<file path="src/hw/ussc_pkg.sv">
// Operation
// - device acts as full-speed function; this block serves its suspend handling.
// - suspend signalling detected on the bus, once configured and with no bus reset, enters the suspend state.
// - entering suspend asserts both suspend indicators, high-true and low-true.
// - after device reset both indicators stay asserted until configuration completes.
// - resume detected or generated, bus reset, or device reset leaves suspend.
// - leaving suspend by resume or bus reset deasserts both suspend indicators; device reset keeps them asserted.
// - while suspended, selected pins take stored level and push-pull or open-drain mode.
// - one indicator is high when asserted, its companion low; always complementary.
package ussc_pkg;
    localparam int          PIN_COUNT   = 16;
    localparam logic [1:0]  ST_UNCONF   = 2'b00;
    localparam logic        IND_ON      = 1'b1;

    typedef enum logic [1:0] {
        USSC_UNCONF  = 2'b00,
        USSC_ACTIVE  = 2'b01,
        USSC_SUSPEND = 2'b11
    } ussc_state_t;

    typedef struct packed {
        logic [PIN_COUNT-1:0] sel;
        logic [PIN_COUNT-1:0] level;
        logic [PIN_COUNT-1:0] push_pull;
    } ussc_cfg_t;

    typedef struct packed {
        logic [PIN_COUNT-1:0] out;
        logic [PIN_COUNT-1:0] oe;
    } ussc_pins_t;
endpackage : ussc_pkg

</file>
<file path="src/hw/ussc_pin_mux.sv">
`timescale 1ns/1ps
module ussc_pin_mux (
    input  wire logic               ref_clk_i,
    input  wire logic               reset_n_i,
    input  wire logic               suspended_i,
    input  wire ussc_pkg::ussc_cfg_t  cfg_i,
    input  wire ussc_pkg::ussc_pins_t normal_i,
    output ussc_pkg::ussc_pins_t    pins_o
);
    import ussc_pkg::*;

    ussc_pins_t next_pins;
    ussc_pins_t susp_pins;
    logic [PIN_COUNT-1:0] use_susp;

    // open-drain drives only the low level, push-pull drives both
    assign use_susp      = cfg_i.sel & {PIN_COUNT{suspended_i}};
    assign susp_pins.out = cfg_i.level;
    assign susp_pins.oe  = cfg_i.push_pull | ~cfg_i.level;
    assign next_pins.out = (use_susp & susp_pins.out) | (~use_susp & normal_i.out);
    assign next_pins.oe  = (use_susp & susp_pins.oe) | (~use_susp & normal_i.oe);

    always_ff @(posedge ref_clk_i) begin
        if (!reset_n_i) begin
            pins_o <= '0;
        end else begin
            pins_o <= next_pins;
        end
    end

    susp_level_a: assert property (
        @(posedge ref_clk_i) disable iff (!reset_n_i)
        suspended_i |=> ((pins_o.out & $past(cfg_i.sel)) == $past(cfg_i.sel & cfg_i.level)))
        else $error("suspend level not applied");
    normal_back_a: assert property (
        @(posedge ref_clk_i) disable iff (!reset_n_i)
        !suspended_i |=> (pins_o == $past(normal_i)))
        else $error("normal pins not restored");
endmodule : ussc_pin_mux

</file>
<file path="src/hw/ussc_top.sv">
`timescale 1ns/1ps
module ussc_top (
    input  wire logic                 ref_clk_i,
    input  wire logic                 reset_n_i,
    input  wire logic                 bus_suspend_i,
    input  wire logic                 bus_resume_i,
    input  wire logic                 local_wake_i,
    input  wire logic                 bus_reset_i,
    input  wire logic                 configured_i,
    input  wire ussc_pkg::ussc_cfg_t  cfg_i,
    input  wire ussc_pkg::ussc_pins_t normal_i,
    output logic                      suspend_o,
    output logic                      suspend_n_o,
    output ussc_pkg::ussc_pins_t      pins_o
);
    import ussc_pkg::*;

    ussc_state_t state;
    ussc_state_t next_state;
    logic        wake;
    logic        next_ind;
    logic        next_susp;

    ////////////////////////////////////////////////////////////////////////////
    // state
    assign wake = bus_resume_i | local_wake_i | bus_reset_i;

    always_comb begin
        next_state = state;
        unique case (state)
            USSC_UNCONF: begin
                if (configured_i) begin
                    next_state = USSC_ACTIVE;
                end
            end
            USSC_ACTIVE: begin
                if (bus_reset_i) begin
                    next_state = USSC_ACTIVE;
                end else if (bus_suspend_i) begin
                    next_state = USSC_SUSPEND;
                end
            end
            USSC_SUSPEND: begin
                if (wake) begin
                    next_state = USSC_ACTIVE;
                end
            end
            default: begin
                next_state = USSC_UNCONF;
            end
        endcase
    end

    assign next_susp = (next_state == USSC_SUSPEND);
    assign next_ind  = (next_state != USSC_ACTIVE);

    always_ff @(posedge ref_clk_i) begin
        if (!reset_n_i) begin
            state       <= USSC_UNCONF;
            suspend_o   <= IND_ON;
            suspend_n_o <= ~IND_ON;
        end else begin
            state       <= next_state;
            suspend_o   <= next_ind;
            suspend_n_o <= ~next_ind;
        end
    end

    ////////////////////////////////////////////////////////////////////////////
    // pins during suspend, serving the function's gpio datapath
    ussc_pin_mux u_mux (
        .ref_clk_i   (ref_clk_i),
        .reset_n_i   (reset_n_i),
        .suspended_i (next_susp),
        .cfg_i       (cfg_i),
        .normal_i    (normal_i),
        .pins_o      (pins_o)
    );

    ////////////////////////////////////////////////////////////////////////////
    // elaboration check
    if (PIN_COUNT < 1) begin : g_pin_count
        $error("pin count must be at least one");
    end

    ////////////////////////////////////////////////////////////////////////////
    // checks
    enter_susp_a: assert property (
        @(posedge ref_clk_i) disable iff (!reset_n_i)
        (state == USSC_ACTIVE && bus_suspend_i && !bus_reset_i) |=> (state == USSC_SUSPEND))
        else $error("suspend not entered");

    susp_stay_a: assert property (
        @(posedge ref_clk_i) disable iff (!reset_n_i)
        (state == USSC_SUSPEND && !bus_resume_i && !local_wake_i && !bus_reset_i)
        |=> (state == USSC_SUSPEND))
        else $error("suspend left without wake");

    ind_on_a: assert property (
        @(posedge ref_clk_i) disable iff (!reset_n_i)
        (state == USSC_SUSPEND) |-> (suspend_o && !suspend_n_o))
        else $error("indicators not asserted in suspend");

    entry_ind_a: assert property (
        @(posedge ref_clk_i) disable iff (!reset_n_i)
        (state == USSC_ACTIVE && bus_suspend_i && !bus_reset_i) |=> (suspend_o && !suspend_n_o))
        else $error("indicators not raised on suspend entry");

    ind_rise_a: assert property (
        @(posedge ref_clk_i) disable iff (!reset_n_i)
        $rose(suspend_o) |-> (state != USSC_ACTIVE))
        else $error("indicator rose while active");

    ind_state_a: assert property (
        @(posedge ref_clk_i) disable iff (!reset_n_i)
        suspend_o == (state != USSC_ACTIVE))
        else $error("indicator does not follow state");

    unconf_hold_a: assert property (
        @(posedge ref_clk_i) disable iff (!reset_n_i)
        (state == USSC_UNCONF && !configured_i) |=> (state == USSC_UNCONF && suspend_o))
        else $error("left unconfigured early");

    unconf_ind_a: assert property (
        @(posedge ref_clk_i) disable iff (!reset_n_i)
        (state == USSC_UNCONF) |-> (suspend_o && !suspend_n_o))
        else $error("indicators off before configuration");

    early_susp_a: assert property (
        @(posedge ref_clk_i) disable iff (!reset_n_i)
        (state == USSC_UNCONF) |=> (state != USSC_SUSPEND))
        else $error("suspend entered before configuration");

    unconf_exit_a: assert property (
        @(posedge ref_clk_i) disable iff (!reset_n_i)
        (state == USSC_UNCONF && configured_i)
        |=> (state == USSC_ACTIVE && !suspend_o && suspend_n_o))
        else $error("configuration did not release indicators");

    config_ignore_a: assert property (
        @(posedge ref_clk_i) disable iff (!reset_n_i)
        (state != USSC_UNCONF && configured_i) |=> (state != USSC_UNCONF))
        else $error("configuration returned to unconfigured");

    reset_ind_a: assert property (
        @(posedge ref_clk_i)
        !reset_n_i |=> (suspend_o && state == USSC_UNCONF))
        else $error("reset did not assert indicator");

    wake_exit_a: assert property (
        @(posedge ref_clk_i) disable iff (!reset_n_i)
        (state == USSC_SUSPEND && (bus_resume_i || local_wake_i || bus_reset_i))
        |=> (state == USSC_ACTIVE))
        else $error("suspend not left on wake");

    reset_holds_a: assert property (
        @(posedge ref_clk_i) disable iff (!reset_n_i)
        (state == USSC_ACTIVE && bus_reset_i) |=> (state == USSC_ACTIVE))
        else $error("suspend entered during bus reset");

    susp_reset_a: assert property (
        @(posedge ref_clk_i)
        (state == USSC_SUSPEND && !reset_n_i) |=> (state == USSC_UNCONF))
        else $error("device reset did not leave suspend");

    ind_off_a: assert property (
        @(posedge ref_clk_i) disable iff (!reset_n_i)
        $fell(suspend_o) |-> ($past(state) != USSC_ACTIVE && state == USSC_ACTIVE))
        else $error("indicator fell without exit");

    active_off_a: assert property (
        @(posedge ref_clk_i) disable iff (!reset_n_i)
        (state == USSC_ACTIVE) |-> (!suspend_o && suspend_n_o))
        else $error("indicator on while active");

    resume_ind_a: assert property (
        @(posedge ref_clk_i) disable iff (!reset_n_i)
        (state == USSC_SUSPEND && bus_resume_i) |=> (!suspend_o && suspend_n_o))
        else $error("indicators kept after bus resume");

    local_wake_a: assert property (
        @(posedge ref_clk_i) disable iff (!reset_n_i)
        (state == USSC_SUSPEND && local_wake_i) |=> (!suspend_o && suspend_n_o))
        else $error("indicators kept after local wake");

    active_stay_a: assert property (
        @(posedge ref_clk_i) disable iff (!reset_n_i)
        (state == USSC_ACTIVE && !bus_suspend_i) |=> (state == USSC_ACTIVE && !suspend_o))
        else $error("active state left without suspend");

    susp_pins_a: assert property (
        @(posedge ref_clk_i) disable iff (!reset_n_i)
        (state == USSC_SUSPEND)
        |-> ((pins_o.out & $past(cfg_i.sel)) == $past(cfg_i.sel & cfg_i.level)))
        else $error("stored level missing in suspend");

    susp_drive_a: assert property (
        @(posedge ref_clk_i) disable iff (!reset_n_i)
        (state == USSC_SUSPEND)
        |-> ((pins_o.oe & $past(cfg_i.sel))
            == $past(cfg_i.sel & (cfg_i.push_pull | ~cfg_i.level))))
        else $error("stored drive mode missing in suspend");

    complement_a: assert property (
        @(posedge ref_clk_i) disable iff (!reset_n_i)
        suspend_o != suspend_n_o)
        else $error("indicators not complementary");

    comp_reset_a: assert property (
        @(posedge ref_clk_i)
        !reset_n_i |=> (suspend_o && !suspend_n_o))
        else $error("indicators not complementary after reset");

    susp_n_low_a: assert property (
        @(posedge ref_clk_i) disable iff (!reset_n_i)
        (state != USSC_ACTIVE) |-> !suspend_n_o)
        else $error("low-true indicator not asserted");

    awake_pins_a: assert property (
        @(posedge ref_clk_i) disable iff (!reset_n_i)
        (state != USSC_SUSPEND && $past(reset_n_i)) |-> (pins_o == $past(normal_i)))
        else $error("normal pins not driven outside suspend");

    exit_pins_a: assert property (
        @(posedge ref_clk_i) disable iff (!reset_n_i)
        (state == USSC_SUSPEND && (bus_resume_i || local_wake_i || bus_reset_i))
        |=> (pins_o == $past(normal_i)))
        else $error("pins not restored on suspend exit");
endmodule : ussc_top

</file>
<file path="config.mk">
export PLATFORM = sky130hd
export DESIGN_NAME = ussc_top
export DESIGN_NICKNAME = d
export VERILOG_FILES = /design/src/hw/ussc_pkg.sv /design/src/hw/ussc_pin_mux.sv /design/src/hw/ussc_top.sv
export SDC_FILE = /design/constraint.sdc
export NUM_CORES = 1
export LEC_CHECK = 0
export ABC_AREA = 1
export BUFFER_PORTS_ARGS = -buffer_cell sky130_fd_sc_hd__buf_2
export CAP_MARGIN = 40
export CORE_MARGIN = 5
export CORE_UTILIZATION = 39
export DETAILED_ROUTE_END_ITERATION = 10
export HOLD_SLACK_MARGIN = 0.05
export PLACE_DENSITY = 0.79
export SYNTH_ARGS = -nofsm -noshare
export SYNTH_HDL_FRONTEND = slang
export SYNTH_SLANG_ARGS = --single-unit
</file>
<file path="constraint.sdc">
create_clock -name ref_clk_i -period 1.25 [get_ports ref_clk_i]
set_input_delay 0.25 -clock ref_clk_i [delete_from_list [all_inputs] [get_ports ref_clk_i]]
set_output_delay 0.25 -clock ref_clk_i [all_outputs]
set_load 0.005 [all_outputs]
</file>
==> impl_metrics.xml, run 1 <==
<?xml version="1.0" encoding="UTF-8"?>
<metrics>
  <group name="critical_path">
    <metric name="worstSetupPathType" unit="">reg2reg</metric>
    <metric name="worstSetupEndpointType" unit="">register</metric>
    <metric name="worst_ep_required_time" unit="ps">1450</metric>
    <metric name="worst_r2r_startpoint" unit="">state[1]</metric>
    <metric name="crit_path_start_kind" unit="">register</metric>
    <metric name="cp.arrival" unit="ps">1400</metric>
    <metric name="setup.worst_path.start" unit="">state[1]</metric>
    <metric name="crit_chain" unit="">nor2_1, nor2_4, buf_12, clkbuf_16, nand3_1, nand2_1, a21oi_1</metric>
    <metric name="critical_path.max_stage_delay" unit="ps">320</metric>
    <metric name="slowest_cp_cell" unit="">sky130_fd_sc_hd__dfxtp_1</metric>
    <metric name="path_max_fanout" unit="">8</metric>
  </group>
  <group name="outcome">
    <metric name="status" unit="">complete, no violations</metric>
  </group>
  <group name="route">
    <metric name="wl_per_cell" unit="um">13.2</metric>
    <metric name="dr_total_vias" unit="">1789</metric>
    <metric name="initial_drc_count" unit="">100</metric>
    <metric name="vias_per_cell" unit="">4.68</metric>
    <metric name="final_wirelength" unit="um">5040</metric>
    <metric name="antenna_left" unit="">0</metric>
    <metric name="drt_drc_violations_left" unit="">0</metric>
    <metric name="pre_repair_dr_iteration_count" unit="">4</metric>
  </group>
  <group name="finish">
    <metric name="insertedDiodeCount" unit="">0</metric>
    <metric name="post-route-cell-area" unit="mm2">0.00245</metric>
    <metric name="multi_input_area" unit="um2">683</metric>
    <metric name="layout.filler_cells" unit="">324</metric>
    <metric name="mostFrequentLayoutCells" unit="">120 x sky130_fd_sc_hd__buf_2, 50 x sky130_fd_sc_hd__nand2_1, 35 x sky130_fd_sc_hd__nor2_1, 35 x sky130_fd_sc_hd__dfxtp_1, 19 x sky130_fd_sc_hd__inv_1</metric>
    <metric name="finish.net_count" unit="">420</metric>
    <metric name="layout.area.seq" unit="um2">722</metric>
    <metric name="layout_commonest_cell" unit="">sky130_fd_sc_hd__buf_2</metric>
    <metric name="finalCoreUtilization" unit="%">65.5</metric>
    <metric name="area_growth_from_synthesis_to_layout" unit="%">59.5</metric>
    <metric name="final_layout_size_suffix_gt1_share" unit="%">47.0</metric>
  </group>
  <group name="sta">
    <metric name="fin_setup_tns" unit="ps">0</metric>
    <metric name="final-max-slew-violation-count" unit="">0</metric>
    <metric name="fin_crit" unit="ps">1200</metric>
    <metric name="slew_headroom" unit="%">84.3</metric>
    <metric name="final_min_period_over_clock_period" unit="%">96.3</metric>
    <metric name="worst_margin_slew" unit="ps">234</metric>
    <metric name="grt_setup_unrepaired" unit="">true</metric>
    <metric name="final-setup-viol-count" unit="">0</metric>
    <metric name="fin_worst_skew" unit="ps">6.80</metric>
    <metric name="finalHoldViolations" unit="">0</metric>
    <metric name="max_clock_freq" unit="MHz">831</metric>
  </group>
  <group name="run">
    <metric name="max_cap_viol_count" unit="">0</metric>
  </group>
  <group name="cts">
    <metric name="cts.root.buffer_cell" unit="">sky130_fd_sc_hd__clkbuf_8</metric>
    <metric name="cts_tree" unit="">yes</metric>
    <metric name="clk-insertion-delay-late" unit="ps">280</metric>
    <metric name="clock-sinks" unit="">36</metric>
    <metric name="cts_htree_levels" unit="">2</metric>
    <metric name="clock_path_buffers" unit="">2</metric>
    <metric name="path_clk_slew" unit="ps">80</metric>
    <metric name="numCtsBuffers" unit="">5</metric>
    <metric name="post_cts_hold_buffer_count" unit="">0</metric>
  </group>
  <group name="synth">
    <metric name="yosys.cell_types.count" unit="">16</metric>
    <metric name="register_bit_total_from_synthesis" unit="">36</metric>
    <metric name="syn_nets" unit="">289</metric>
    <metric name="syn_inst" unit="">202</metric>
    <metric name="synthesis.area" unit="mm2">0.00154</metric>
    <metric name="synthesis.area_per_instance" unit="um2">7.61</metric>
    <metric name="sequential_cell_area_fraction_in_the_yosys_report" unit="%">46.9</metric>
    <metric name="yosys_warnings" unit="">0</metric>
  </group>
  <group name="place">
    <metric name="detailedPlacementHpwl" unit="um">3600</metric>
    <metric name="routabilityCongestion" unit="">0.802</metric>
    <metric name="numPortBuffers" unit="">120</metric>
    <metric name="post_dp_cell_area" unit="mm2">0.00223</metric>
  </group>
  <group name="power_and_ir_drop">
    <metric name="power_density" unit="mW/mm2">1080</metric>
    <metric name="power.ir.vdd_worst" unit="mV">0.703</metric>
    <metric name="static-leakage-power" unit="uW">0.00135</metric>
  </group>
  <group name="floorplanning">
    <metric name="area_enclosed_by_the_die_boundary" unit="mm2">0.00530</metric>
    <metric name="core_region_area" unit="mm2">0.00374</metric>
    <metric name="std_cell_rows" unit="">22</metric>
    <metric name="die-width" unit="um">72.8</metric>
    <metric name="io-pin-count" unit="">121</metric>
    <metric name="chipHeight" unit="um">72.8</metric>
    <metric name="effective_utilization_at_floorplan" unit="%">41.1</metric>
  </group>
  <group name="global_route">
    <metric name="grt_first_pass_wirelength" unit="um">7080</metric>
    <metric name="gr-usage-all-layers" unit="%">17.1</metric>
    <metric name="grt-ovfl-total" unit="">0</metric>
    <metric name="first_global_vias" unit="">1648</metric>
    <metric name="antenna_found_initial" unit="">0</metric>
    <metric name="grt_max_degree" unit="">34</metric>
  </group>
  <group name="worst_hold_path">
    <metric name="worstHoldPathType" unit="">in2reg</metric>
    <metric name="worst_hold_startpoint" unit="">cfg_i[5]</metric>
  </group>
</metrics>
[flip-flops by register name, indices dropped and copies added, names as in the netlist]
| register | cells |
|---|---|
| suspend_n_o | 1 |
| state | 2 |
| u_mux.pins_o | 32 |
| suspend_o | 1 |
[per-stage QoR]
step	power (uW)	instances	hold WS, ps	setup WS (ps)
after floorplan	1410	202	371	171
after global placement	1650	369	461	78.7
after detailed placement	1660	369	464	69.6
after CTS	2640	377	168	77.2
after global routing	2810	382	172	-34.9
final	2660	382	171	46.0
[metal layers]
layer | track usage, % | part of all wire, %
met1 | 18.6 | 38
met2 | 30.5 | 51
met3 | 5.37 | 10
met4 | 6.97 | 1.2
met5 | 0 | 0
[worst max-delay path, delay by kind of cell, from the launching register on]
kind                   cells  cell delay (ps)
and+or+nand+nor            4              390
DFF                        1              320
AOI/OAI and AO/OA          1              130
buffers and inverters      2              300
[timing repair]
item,in CTS,in global routing
resized for setup,0,2
setup endpoints to repair,0,6
buffers inserted,0,1
[power by group]
group,internal (uW),total [uW],switching (uW)
sequential,1220,1240,19.1
clock,592,989,397
combinational,229,430,200
total,2040,2660,617
[path summary, 6_finish.rpt]
path	end	slack, ps	cells after the start
setup / recovery	u_mux.pins_o[24]	50	7
hold / removal	u_mux.pins_o[5]	170	3
setup reg to reg	u_mux.pins_o[24]	50	7
hold reg to reg	state[0]	530	2
[logic make-up after synthesis]
| family | share of synthesized area, % |
|---|---|
| and+or+nand+nor | 37.7 |
| AOI/OAI and AO/OA | 6.10 |
| buffers and inverters | 9.36 |
| DFF | 46.9 |
[synthesized netlist by cell type]
master,instances,area [um2]
sky130_fd_sc_hd__buf_8,1,15.0
sky130_fd_sc_hd__buf_2,4,20.0
sky130_fd_sc_hd__nor2_1,35,131
sky130_fd_sc_hd__buf_4,1,7.51
sky130_fd_sc_hd__clkinv_1,1,3.75
sky130_fd_sc_hd__nand4_1,16,100
sky130_fd_sc_hd__nand3_1,3,15.0
sky130_fd_sc_hd__inv_1,19,71.3
sky130_fd_sc_hd__clkbuf_1,1,3.75
sky130_fd_sc_hd__o21ai_2,1,8.76
sky130_fd_sc_hd__a21oi_1,17,85.1
sky130_fd_sc_hd__nor2_4,1,11.3
sky130_fd_sc_hd__nand2_1,51,191
sky130_fd_sc_hd__dfxtp_1,36,721
sky130_fd_sc_hd__nand3_2,13,130
sky130_fd_sc_hd__buf_6,2,22.5
[area by class of cell]
class / count / share of cell area, %
Timing Repair Buffer: 133 / 32.8
Multi-Input combinational cell: 137 / 27.9
Inverter: 20 / 3.06
Clock buffer: 6 / 2.96
Sequential cell: 36 / 29.4
Tap cell: 48 / 2.45
Clock inverter: 2 / 1.43
No activity file was read; power rests on OpenSTA's default activity.
==> inputs of run 2 (changes only) <==
- CORE_UTILIZATION: 39 -> 41
- PLACE_DENSITY: 0.79 -> 0.8
- SKIP_LAST_GASP: not set -> 1
- SYNTH_HIERARCHICAL: not set -> 1
==> run 2 against run 1 <==
Synthesized cell count is 34% higher. Combinational power is 10% higher. Cell area is 5.8% higher. Setup slack got worse by 40 ps. Clock power shrank 16%. Critical path depth grew 1. Core utilization fell by 1.1 points. Die area up 5.0%. Routed wire length decreased by 7.2%. Power shrank 4.3%.
==> impl_metrics.xml, run 2 <==
<?xml version="1.0" encoding="UTF-8"?>
<metrics>
  <group name="synth">
    <metric name="dominantRegCellSynth" unit="">sky130_fd_sc_hd__dfxtp_1</metric>
    <metric name="synth_top_cell_area_share" unit="%">42.1</metric>
    <metric name="synthesis.area" unit="mm2">0.00171</metric>
    <metric name="register_bit_total_from_synthesis" unit="">36</metric>
    <metric name="syn_inst" unit="">271</metric>
    <metric name="syn_nets" unit="">358</metric>
    <metric name="synth-simple-area-share" unit="%">42.9</metric>
    <metric name="sequential_cell_area_fraction_in_the_yosys_report" unit="%">42.1</metric>
    <metric name="post_synth_main_area_contributors" unit="">sky130_fd_sc_hd__dfxtp_1 42%, sky130_fd_sc_hd__nand2_1 20%, sky130_fd_sc_hd__nor2_1 14%, sky130_fd_sc_hd__inv_1 11%, sky130_fd_sc_hd__nand2_4 4.0%</metric>
    <metric name="most_used_standard_cell_by_instance_count_after_synthesis" unit="">sky130_fd_sc_hd__nand2_1</metric>
    <metric name="synth-compound-area-share" unit="%">0.585</metric>
    <metric name="yosys-top-cells-count" unit="">91 x sky130_fd_sc_hd__nand2_1, 66 x sky130_fd_sc_hd__nor2_1, 50 x sky130_fd_sc_hd__inv_1, 36 x sky130_fd_sc_hd__dfxtp_1, 6 x sky130_fd_sc_hd__nand2_4</metric>
    <metric name="edff_count_synth" unit="">0</metric>
    <metric name="post_synth_xor_area_fraction" unit="%">0</metric>
    <metric name="yosys_warnings" unit="">6</metric>
    <metric name="synth_area_leader_cell" unit="">sky130_fd_sc_hd__dfxtp_1</metric>
    <metric name="synthArstFlopShare" unit="%">0</metric>
    <metric name="dominant_combinational_cell_family_by_area_after_synthesis" unit="">simple AND/OR/NAND/NOR gates</metric>
    <metric name="synth.mux.area_fraction" unit="%">0</metric>
    <metric name="adder_cell_share_of_the_synthesized_area" unit="%">0</metric>
    <metric name="synthesis.area_per_instance" unit="um2">6.31</metric>
    <metric name="yosys.cell_types.count" unit="">15</metric>
  </group>
  <group name="sta">
    <metric name="slew_headroom" unit="%">81.3</metric>
    <metric name="fin_crit" unit="ps">1240</metric>
    <metric name="fin_worst_skew" unit="ps">4.59</metric>
    <metric name="final-max-slew-violation-count" unit="">0</metric>
    <metric name="grt_setup_unrepaired" unit="">true</metric>
    <metric name="max_clock_freq" unit="MHz">804</metric>
    <metric name="fin_setup_tns" unit="ps">0</metric>
    <metric name="final-setup-viol-count" unit="">0</metric>
    <metric name="worst_margin_slew" unit="ps">280</metric>
    <metric name="final_min_period_over_clock_period" unit="%">99.5</metric>
    <metric name="finalHoldViolations" unit="">0</metric>
  </group>
  <group name="power_and_ir_drop">
    <metric name="static-leakage-power" unit="uW">0.00164</metric>
    <metric name="power.ir.vdd_worst" unit="mV">0.541</metric>
    <metric name="power_density" unit="mW/mm2">980</metric>
  </group>
  <group name="critical_path">
    <metric name="worstSetupPathType" unit="">reg2reg</metric>
    <metric name="worstSetupEndpointType" unit="">register</metric>
    <metric name="cp.arrival" unit="ps">1410</metric>
    <metric name="crit_path_start_kind" unit="">register</metric>
    <metric name="worst_ep_required_time" unit="ps">1420</metric>
    <metric name="path_max_fanout" unit="">6</metric>
  </group>
  <group name="route">
    <metric name="pre_repair_dr_iteration_count" unit="">4</metric>
    <metric name="dr_total_vias" unit="">1885</metric>
    <metric name="final_wirelength" unit="um">4680</metric>
    <metric name="vias_per_cell" unit="">4.21</metric>
    <metric name="wl_per_cell" unit="um">10.4</metric>
    <metric name="drt_drc_violations_left" unit="">0</metric>
    <metric name="initial_drc_count" unit="">89</metric>
    <metric name="antenna_left" unit="">0</metric>
  </group>
  <group name="finish">
    <metric name="insertedDiodeCount" unit="">0</metric>
    <metric name="largest_register_ff_count" unit="">32</metric>
    <metric name="top_regs" unit="">u_mux/pins_o x32, state x2</metric>
    <metric name="layout_commonest_cell" unit="">sky130_fd_sc_hd__buf_2</metric>
    <metric name="area_growth_from_synthesis_to_layout" unit="%">51.6</metric>
    <metric name="mostFrequentLayoutCells" unit="">120 x sky130_fd_sc_hd__buf_2, 75 x sky130_fd_sc_hd__nand2_1, 56 x sky130_fd_sc_hd__nor2_1, 50 x sky130_fd_sc_hd__inv_1, 34 x sky130_fd_sc_hd__dfxtp_1</metric>
    <metric name="final_layout_size_suffix_gt1_share" unit="%">44.5</metric>
    <metric name="finish.net_count" unit="">484</metric>
    <metric name="post-route-cell-area" unit="mm2">0.00259</metric>
    <metric name="layout.filler_cells" unit="">402</metric>
    <metric name="largest-register" unit="">u_mux/pins_o</metric>
  </group>
  <group name="global_route">
    <metric name="grt-ovfl-total" unit="">0</metric>
    <metric name="met2_track_usage_gr" unit="%">32.7</metric>
    <metric name="grt-busiest-layer" unit="">met2</metric>
    <metric name="grt_first_pass_wirelength" unit="um">7280</metric>
    <metric name="grt_max_degree" unit="">24</metric>
    <metric name="globalRouteMet1Util" unit="%">16.7</metric>
    <metric name="gr-usage-all-layers" unit="%">16.9</metric>
    <metric name="global_route.usage.met3" unit="%">6.49</metric>
    <metric name="antenna_found_initial" unit="">0</metric>
    <metric name="first_global_vias" unit="">1789</metric>
  </group>
  <group name="run">
    <metric name="max_cap_viol_count" unit="">0</metric>
  </group>
  <group name="floorplanning">
    <metric name="effective_utilization_at_floorplan" unit="%">42.5</metric>
    <metric name="chipHeight" unit="um">74.6</metric>
    <metric name="area_enclosed_by_the_die_boundary" unit="mm2">0.00556</metric>
    <metric name="die-width" unit="um">74.6</metric>
    <metric name="core_region_area" unit="mm2">0.00403</metric>
    <metric name="std_cell_rows" unit="">23</metric>
    <metric name="io-pin-count" unit="">121</metric>
  </group>
  <group name="place">
    <metric name="post_dp_cell_area" unit="mm2">0.00237</metric>
    <metric name="numPortBuffers" unit="">120</metric>
    <metric name="detailedPlacementHpwl" unit="um">3710</metric>
    <metric name="routabilityCongestion" unit="">0.756</metric>
  </group>
  <group name="cts">
    <metric name="numCtsBuffers" unit="">5</metric>
    <metric name="cts.root.buffer_cell" unit="">sky130_fd_sc_hd__clkbuf_8</metric>
    <metric name="cts_htree_levels" unit="">2</metric>
    <metric name="clock_path_buffers" unit="">2</metric>
    <metric name="clk-insertion-delay-late" unit="ps">270</metric>
    <metric name="path_clk_slew" unit="ps">70</metric>
    <metric name="clock-sinks" unit="">36</metric>
    <metric name="cts_tree" unit="">yes</metric>
  </group>
  <group name="worst_hold_path">
    <metric name="worstHoldPathType" unit="">in2reg</metric>
  </group>
  <group name="outcome">
    <metric name="status" unit="">complete, no violations</metric>
  </group>
</metrics>
run 2: cell types whose count changed after synthesis, sizes merged, moves of 3 or more:
cell and change:
a21oi -16, inv +34, nand4 -16, buf -3, nor2 +35, nand2 +51
nand3 -14
run 2: layout make-up:
class	instances	area, um2	share of cell area [%]
repair buffers	124	672	25.9
clock buffers	8	90.1	3.47
multi-input cells	177	847	32.7
flip-flops and latches	36	723	27.9
inverters	53	199	7.67
well taps	50	62.6	2.41
run 2: worst paths after layout:
path,endpoint,slack [ps],startpoint,cells after the start
max,u_mux/pins_o[15],7,state[0],8
min,u_mux/pins_o[4],200,cfg_i[4],3
max reg2reg,u_mux/pins_o[15],7,state[0],8
min reg2reg,suspend_o,590,state[1],3
run 2: logic make-up after synthesis:
kind of cell	count (synthesis)
AO/OA/AOI/OAI	2
buffers and inverters	58
flip-flops	36
AND/OR/NAND/NOR	175
run 2: what timing repair did:
item,CTS,global route
pin swaps,3,12
gates cloned,1,0
hold buffers,0,0
endpoints found under the setup margin,21,32
setup buffers,1,0
gates resized for setup,16,20
run 2: layer usage:
metal	vias to the layer above	wire [um]
met4	0	23
met5	-	0
li1	1013	-
met2	73	2400
met3	2	604
met1	797	1650
run 2: where the power goes:
group	switching (uW)	internal, uW
clock network	383	449
registers	16.6	1220
logic	239	234
total	638	1900
run 2: stage by stage:
stage | hold slack [ps] | total power, uW | setup slack [ps] | utilization (%) | cells
after floorplan | 370 | 1450 | 87.1 | - | 271
after global placement | 466 | 1690 | -10.3 | 58.9 | 439
after detailed placement | 477 | 1700 | -78.8 | 58.9 | 439
after CTS | 179 | 2570 | -46.3 | 63.3 | 449
after global routing | 218 | 2700 | -75.9 | 64.4 | 448
final | 204 | 2540 | 6.53 | 64.4 | 448
run 2: critical path, cell delays in order (launching register included):
cell	delay (ps)
sky130_fd_sc_hd__dfxtp_2	340
sky130_fd_sc_hd__inv_2	50
sky130_fd_sc_hd__nor2_4	80
sky130_fd_sc_hd__nand2_2	70
sky130_fd_sc_hd__nor2_4	170
sky130_fd_sc_hd__buf_6	180
sky130_fd_sc_hd__nand2_4	70
sky130_fd_sc_hd__nor2_1	140
sky130_fd_sc_hd__nor2_2	50
==> inputs of run 3 (changes only) <==
- CORE_UTILIZATION: 41 -> 30
- PLACE_DENSITY: 0.8 -> not set
- PLACE_DENSITY_LB_ADDON: not set -> 0.3
==> run 3 against run 2 <==
The flow now finishes with violations (negative setup slack). Sequential share of layout area decreased by 0.27 points. Hold slack got worse by 21 ps. Via count decreased by 0.80%. Clock power increased by 2%.
==> impl_metrics.xml, run 3 (synthesis results as in run 2) <==
<?xml version="1.0" encoding="UTF-8"?>
<metrics>
  <group name="outcome">
    <metric name="status" unit="">finished with violations</metric>
    <metric name="violations" unit="">negative setup slack</metric>
  </group>
  <group name="cts">
    <metric name="numCtsBuffers" unit="">5</metric>
    <metric name="post_cts_hold_buffer_count" unit="">0</metric>
    <metric name="clock_path_buffers" unit="">2</metric>
    <metric name="cts.root.buffer_cell" unit="">sky130_fd_sc_hd__clkbuf_8</metric>
    <metric name="clock-sinks" unit="">36</metric>
    <metric name="path_clk_slew" unit="ps">70</metric>
    <metric name="cts_tree" unit="">yes</metric>
    <metric name="clk-insertion-delay-late" unit="ps">280</metric>
    <metric name="cts_htree_levels" unit="">2</metric>
  </group>
  <group name="place">
    <metric name="detailedPlacementHpwl" unit="um">3650</metric>
    <metric name="routabilityCongestion" unit="">0.753</metric>
    <metric name="numPortBuffers" unit="">120</metric>
  </group>
  <group name="finish">
    <metric name="layout_commonest_cell" unit="">sky130_fd_sc_hd__buf_2</metric>
    <metric name="finish.net_count" unit="">486</metric>
    <metric name="area_growth_from_synthesis_to_layout" unit="%">53.1</metric>
    <metric name="finalCoreUtilization" unit="%">47.3</metric>
    <metric name="top_regs" unit="">u_mux/pins_o x32, state x2</metric>
    <metric name="insertedDiodeCount" unit="">0</metric>
    <metric name="final_layout_size_suffix_gt1_share" unit="%">44.0</metric>
    <metric name="largest-register" unit="">u_mux/pins_o</metric>
    <metric name="largest_register_ff_count" unit="">32</metric>
    <metric name="mostFrequentLayoutCells" unit="">120 x sky130_fd_sc_hd__buf_2, 79 x sky130_fd_sc_hd__nand2_1, 58 x sky130_fd_sc_hd__nor2_1, 50 x sky130_fd_sc_hd__inv_1, 34 x sky130_fd_sc_hd__dfxtp_1</metric>
  </group>
  <group name="route">
    <metric name="drt_drc_violations_left" unit="">0</metric>
    <metric name="final_wirelength" unit="um">4750</metric>
    <metric name="pre_repair_dr_iteration_count" unit="">3</metric>
    <metric name="antenna_left" unit="">0</metric>
    <metric name="initial_drc_count" unit="">27</metric>
    <metric name="wl_per_cell" unit="um">10.1</metric>
    <metric name="dr_total_vias" unit="">1870</metric>
    <metric name="vias_per_cell" unit="">3.96</metric>
  </group>
  <group name="floorplanning">
    <metric name="std_cell_rows" unit="">27</metric>
    <metric name="io-pin-count" unit="">121</metric>
    <metric name="chipHeight" unit="um">85.5</metric>
    <metric name="area_enclosed_by_the_die_boundary" unit="mm2">0.00731</metric>
    <metric name="core_region_area" unit="mm2">0.00554</metric>
    <metric name="die-width" unit="um">85.5</metric>
    <metric name="effective_utilization_at_floorplan" unit="%">30.9</metric>
  </group>
  <group name="global_route">
    <metric name="first_global_vias" unit="">1749</metric>
    <metric name="grt_max_degree" unit="">26</metric>
    <metric name="grt_first_pass_wirelength" unit="um">7300</metric>
    <metric name="grt-ovfl-total" unit="">0</metric>
    <metric name="gr-usage-all-layers" unit="%">12.2</metric>
    <metric name="antenna_found_initial" unit="">0</metric>
  </group>
  <group name="sta">
    <metric name="slew_headroom" unit="%">83.1</metric>
    <metric name="worst_margin_slew" unit="ps">251</metric>
    <metric name="fin_crit" unit="ps">1290</metric>
    <metric name="max_clock_freq" unit="MHz">776</metric>
    <metric name="fin_worst_skew" unit="ps">3.96</metric>
    <metric name="setup_ws" unit="ps">-39.0</metric>
    <metric name="grt_setup_unrepaired" unit="">true</metric>
    <metric name="final-max-slew-violation-count" unit="">0</metric>
    <metric name="finalHoldViolations" unit="">0</metric>
    <metric name="fin_setup_tns" unit="ps">-373</metric>
    <metric name="final-setup-viol-count" unit="">20</metric>
    <metric name="final_min_period_over_clock_period" unit="%">103</metric>
  </group>
  <group name="power_and_ir_drop">
    <metric name="switching_power" unit="uW">653</metric>
    <metric name="power.internal" unit="uW">1900</metric>
    <metric name="switching_share" unit="%">25.6</metric>
    <metric name="share_comb_of_total_power" unit="%">18.3</metric>
    <metric name="power.ir.vdd_worst" unit="mV">0.422</metric>
    <metric name="static-leakage-power" unit="uW">0.00165</metric>
    <metric name="power_density" unit="mW/mm2">973</metric>
    <metric name="share_of_total_power_in_sequential_cells" unit="%">48.6</metric>
    <metric name="pwr-share-clk" unit="%">33.2</metric>
  </group>
  <group name="run">
    <metric name="max_cap_viol_count" unit="">0</metric>
  </group>
  <group name="critical_path">
    <metric name="crit_path_start_kind" unit="">register</metric>
    <metric name="worstSetupPathType" unit="">reg2reg</metric>
    <metric name="path_max_fanout" unit="">5</metric>
    <metric name="worstSetupEndpointType" unit="">register</metric>
    <metric name="worst_r2r_setup_slack" unit="ps">-40</metric>
    <metric name="worst_ep_required_time" unit="ps">1430</metric>
    <metric name="cp.arrival" unit="ps">1470</metric>
  </group>
  <group name="worst_hold_path">
    <metric name="worstHoldPathType" unit="">in2reg</metric>
  </group>
</metrics>
run 3: metal layers:
metal / global-route usage [%] / vias to the layer above / wire [um]
li1: - / 1018 / -
met1: 13.0 / 773 / 1900
met2: 21.1 / 74 / 2220
met3: 5.76 / 5 / 560
met4: 4.32 / 0 / 67
met5: 0 / - / 0
run 3: cell type report:
class	instances	area (um2)
clock buffer	6	82.6
clock inverter	2	10.0
fill	593	2920
inverter	53	199
multi-input combinational	177	805
sequential	36	723
tap	72	90.1
timing repair buffer	126	709
run 3: power by group through the flow:
stage          logic, uW  registers (uW)  clock network, uW
3_3_place_gp         433            1260                  0
3_5_place_dp         437            1260                  0
2_1_floorplan        178            1270                  0
4_1_cts              439            1240                875
6_report             465            1240                846
5_1_grt              529            1240                929
run 3: repair_timing:
| item | 4_1_cts | 5_1_grt |
|---|---|---|
| resized for setup | 0 | 24 |
| pin swaps | 0 | 10 |
| endpoints found under the setup margin | 18 | 32 |
| setup buffers | 0 | 1 |
| cloned | 0 | 3 |
run 3: critical path, stage by stage, from the launching register on:
cell                        delay (ps)
sky130_fd_sc_hd__dfxtp_2           350
sky130_fd_sc_hd__inv_2              60
sky130_fd_sc_hd__nand2_2            50
sky130_fd_sc_hd__nand2_2            60
sky130_fd_sc_hd__nor2_4            230
sky130_fd_sc_hd__clkbuf_16         210
sky130_fd_sc_hd__nand2_2            70
sky130_fd_sc_hd__nor2_1            100
sky130_fd_sc_hd__nor2_1             50
run 3: through the flow:
step | instance area (um2) | hold WS [ps] | total power [uW] | worst slack, ps | std cells
6_report | 2620 | 182 | 2550 | -39.0 | 472
5_1_grt | 2620 | 200 | 2700 | -131 | 472
4_1_cts | 2490 | 177 | 2550 | -39.5 | 468
3_5_place_dp | 2390 | 474 | 1700 | -49.5 | 460
3_3_place_gp | 2390 | 469 | 1700 | -25.0 | 460
2_1_floorplan | 1710 | 370 | 1450 | 87.1 | 271
run 3: worst paths after layout:
| check | from | endpoint | cells after the start |
|---|---|---|---|
| worst max-delay path | state[1] | u_mux/pins_o[15] | 8 |
| worst min-delay path | cfg_i[4] | u_mux/pins_o[4] | 3 |
| worst max register to register | state[1] | u_mux/pins_o[15] | 8 |
| worst min register to register | state[0] | state[1] | 4 |
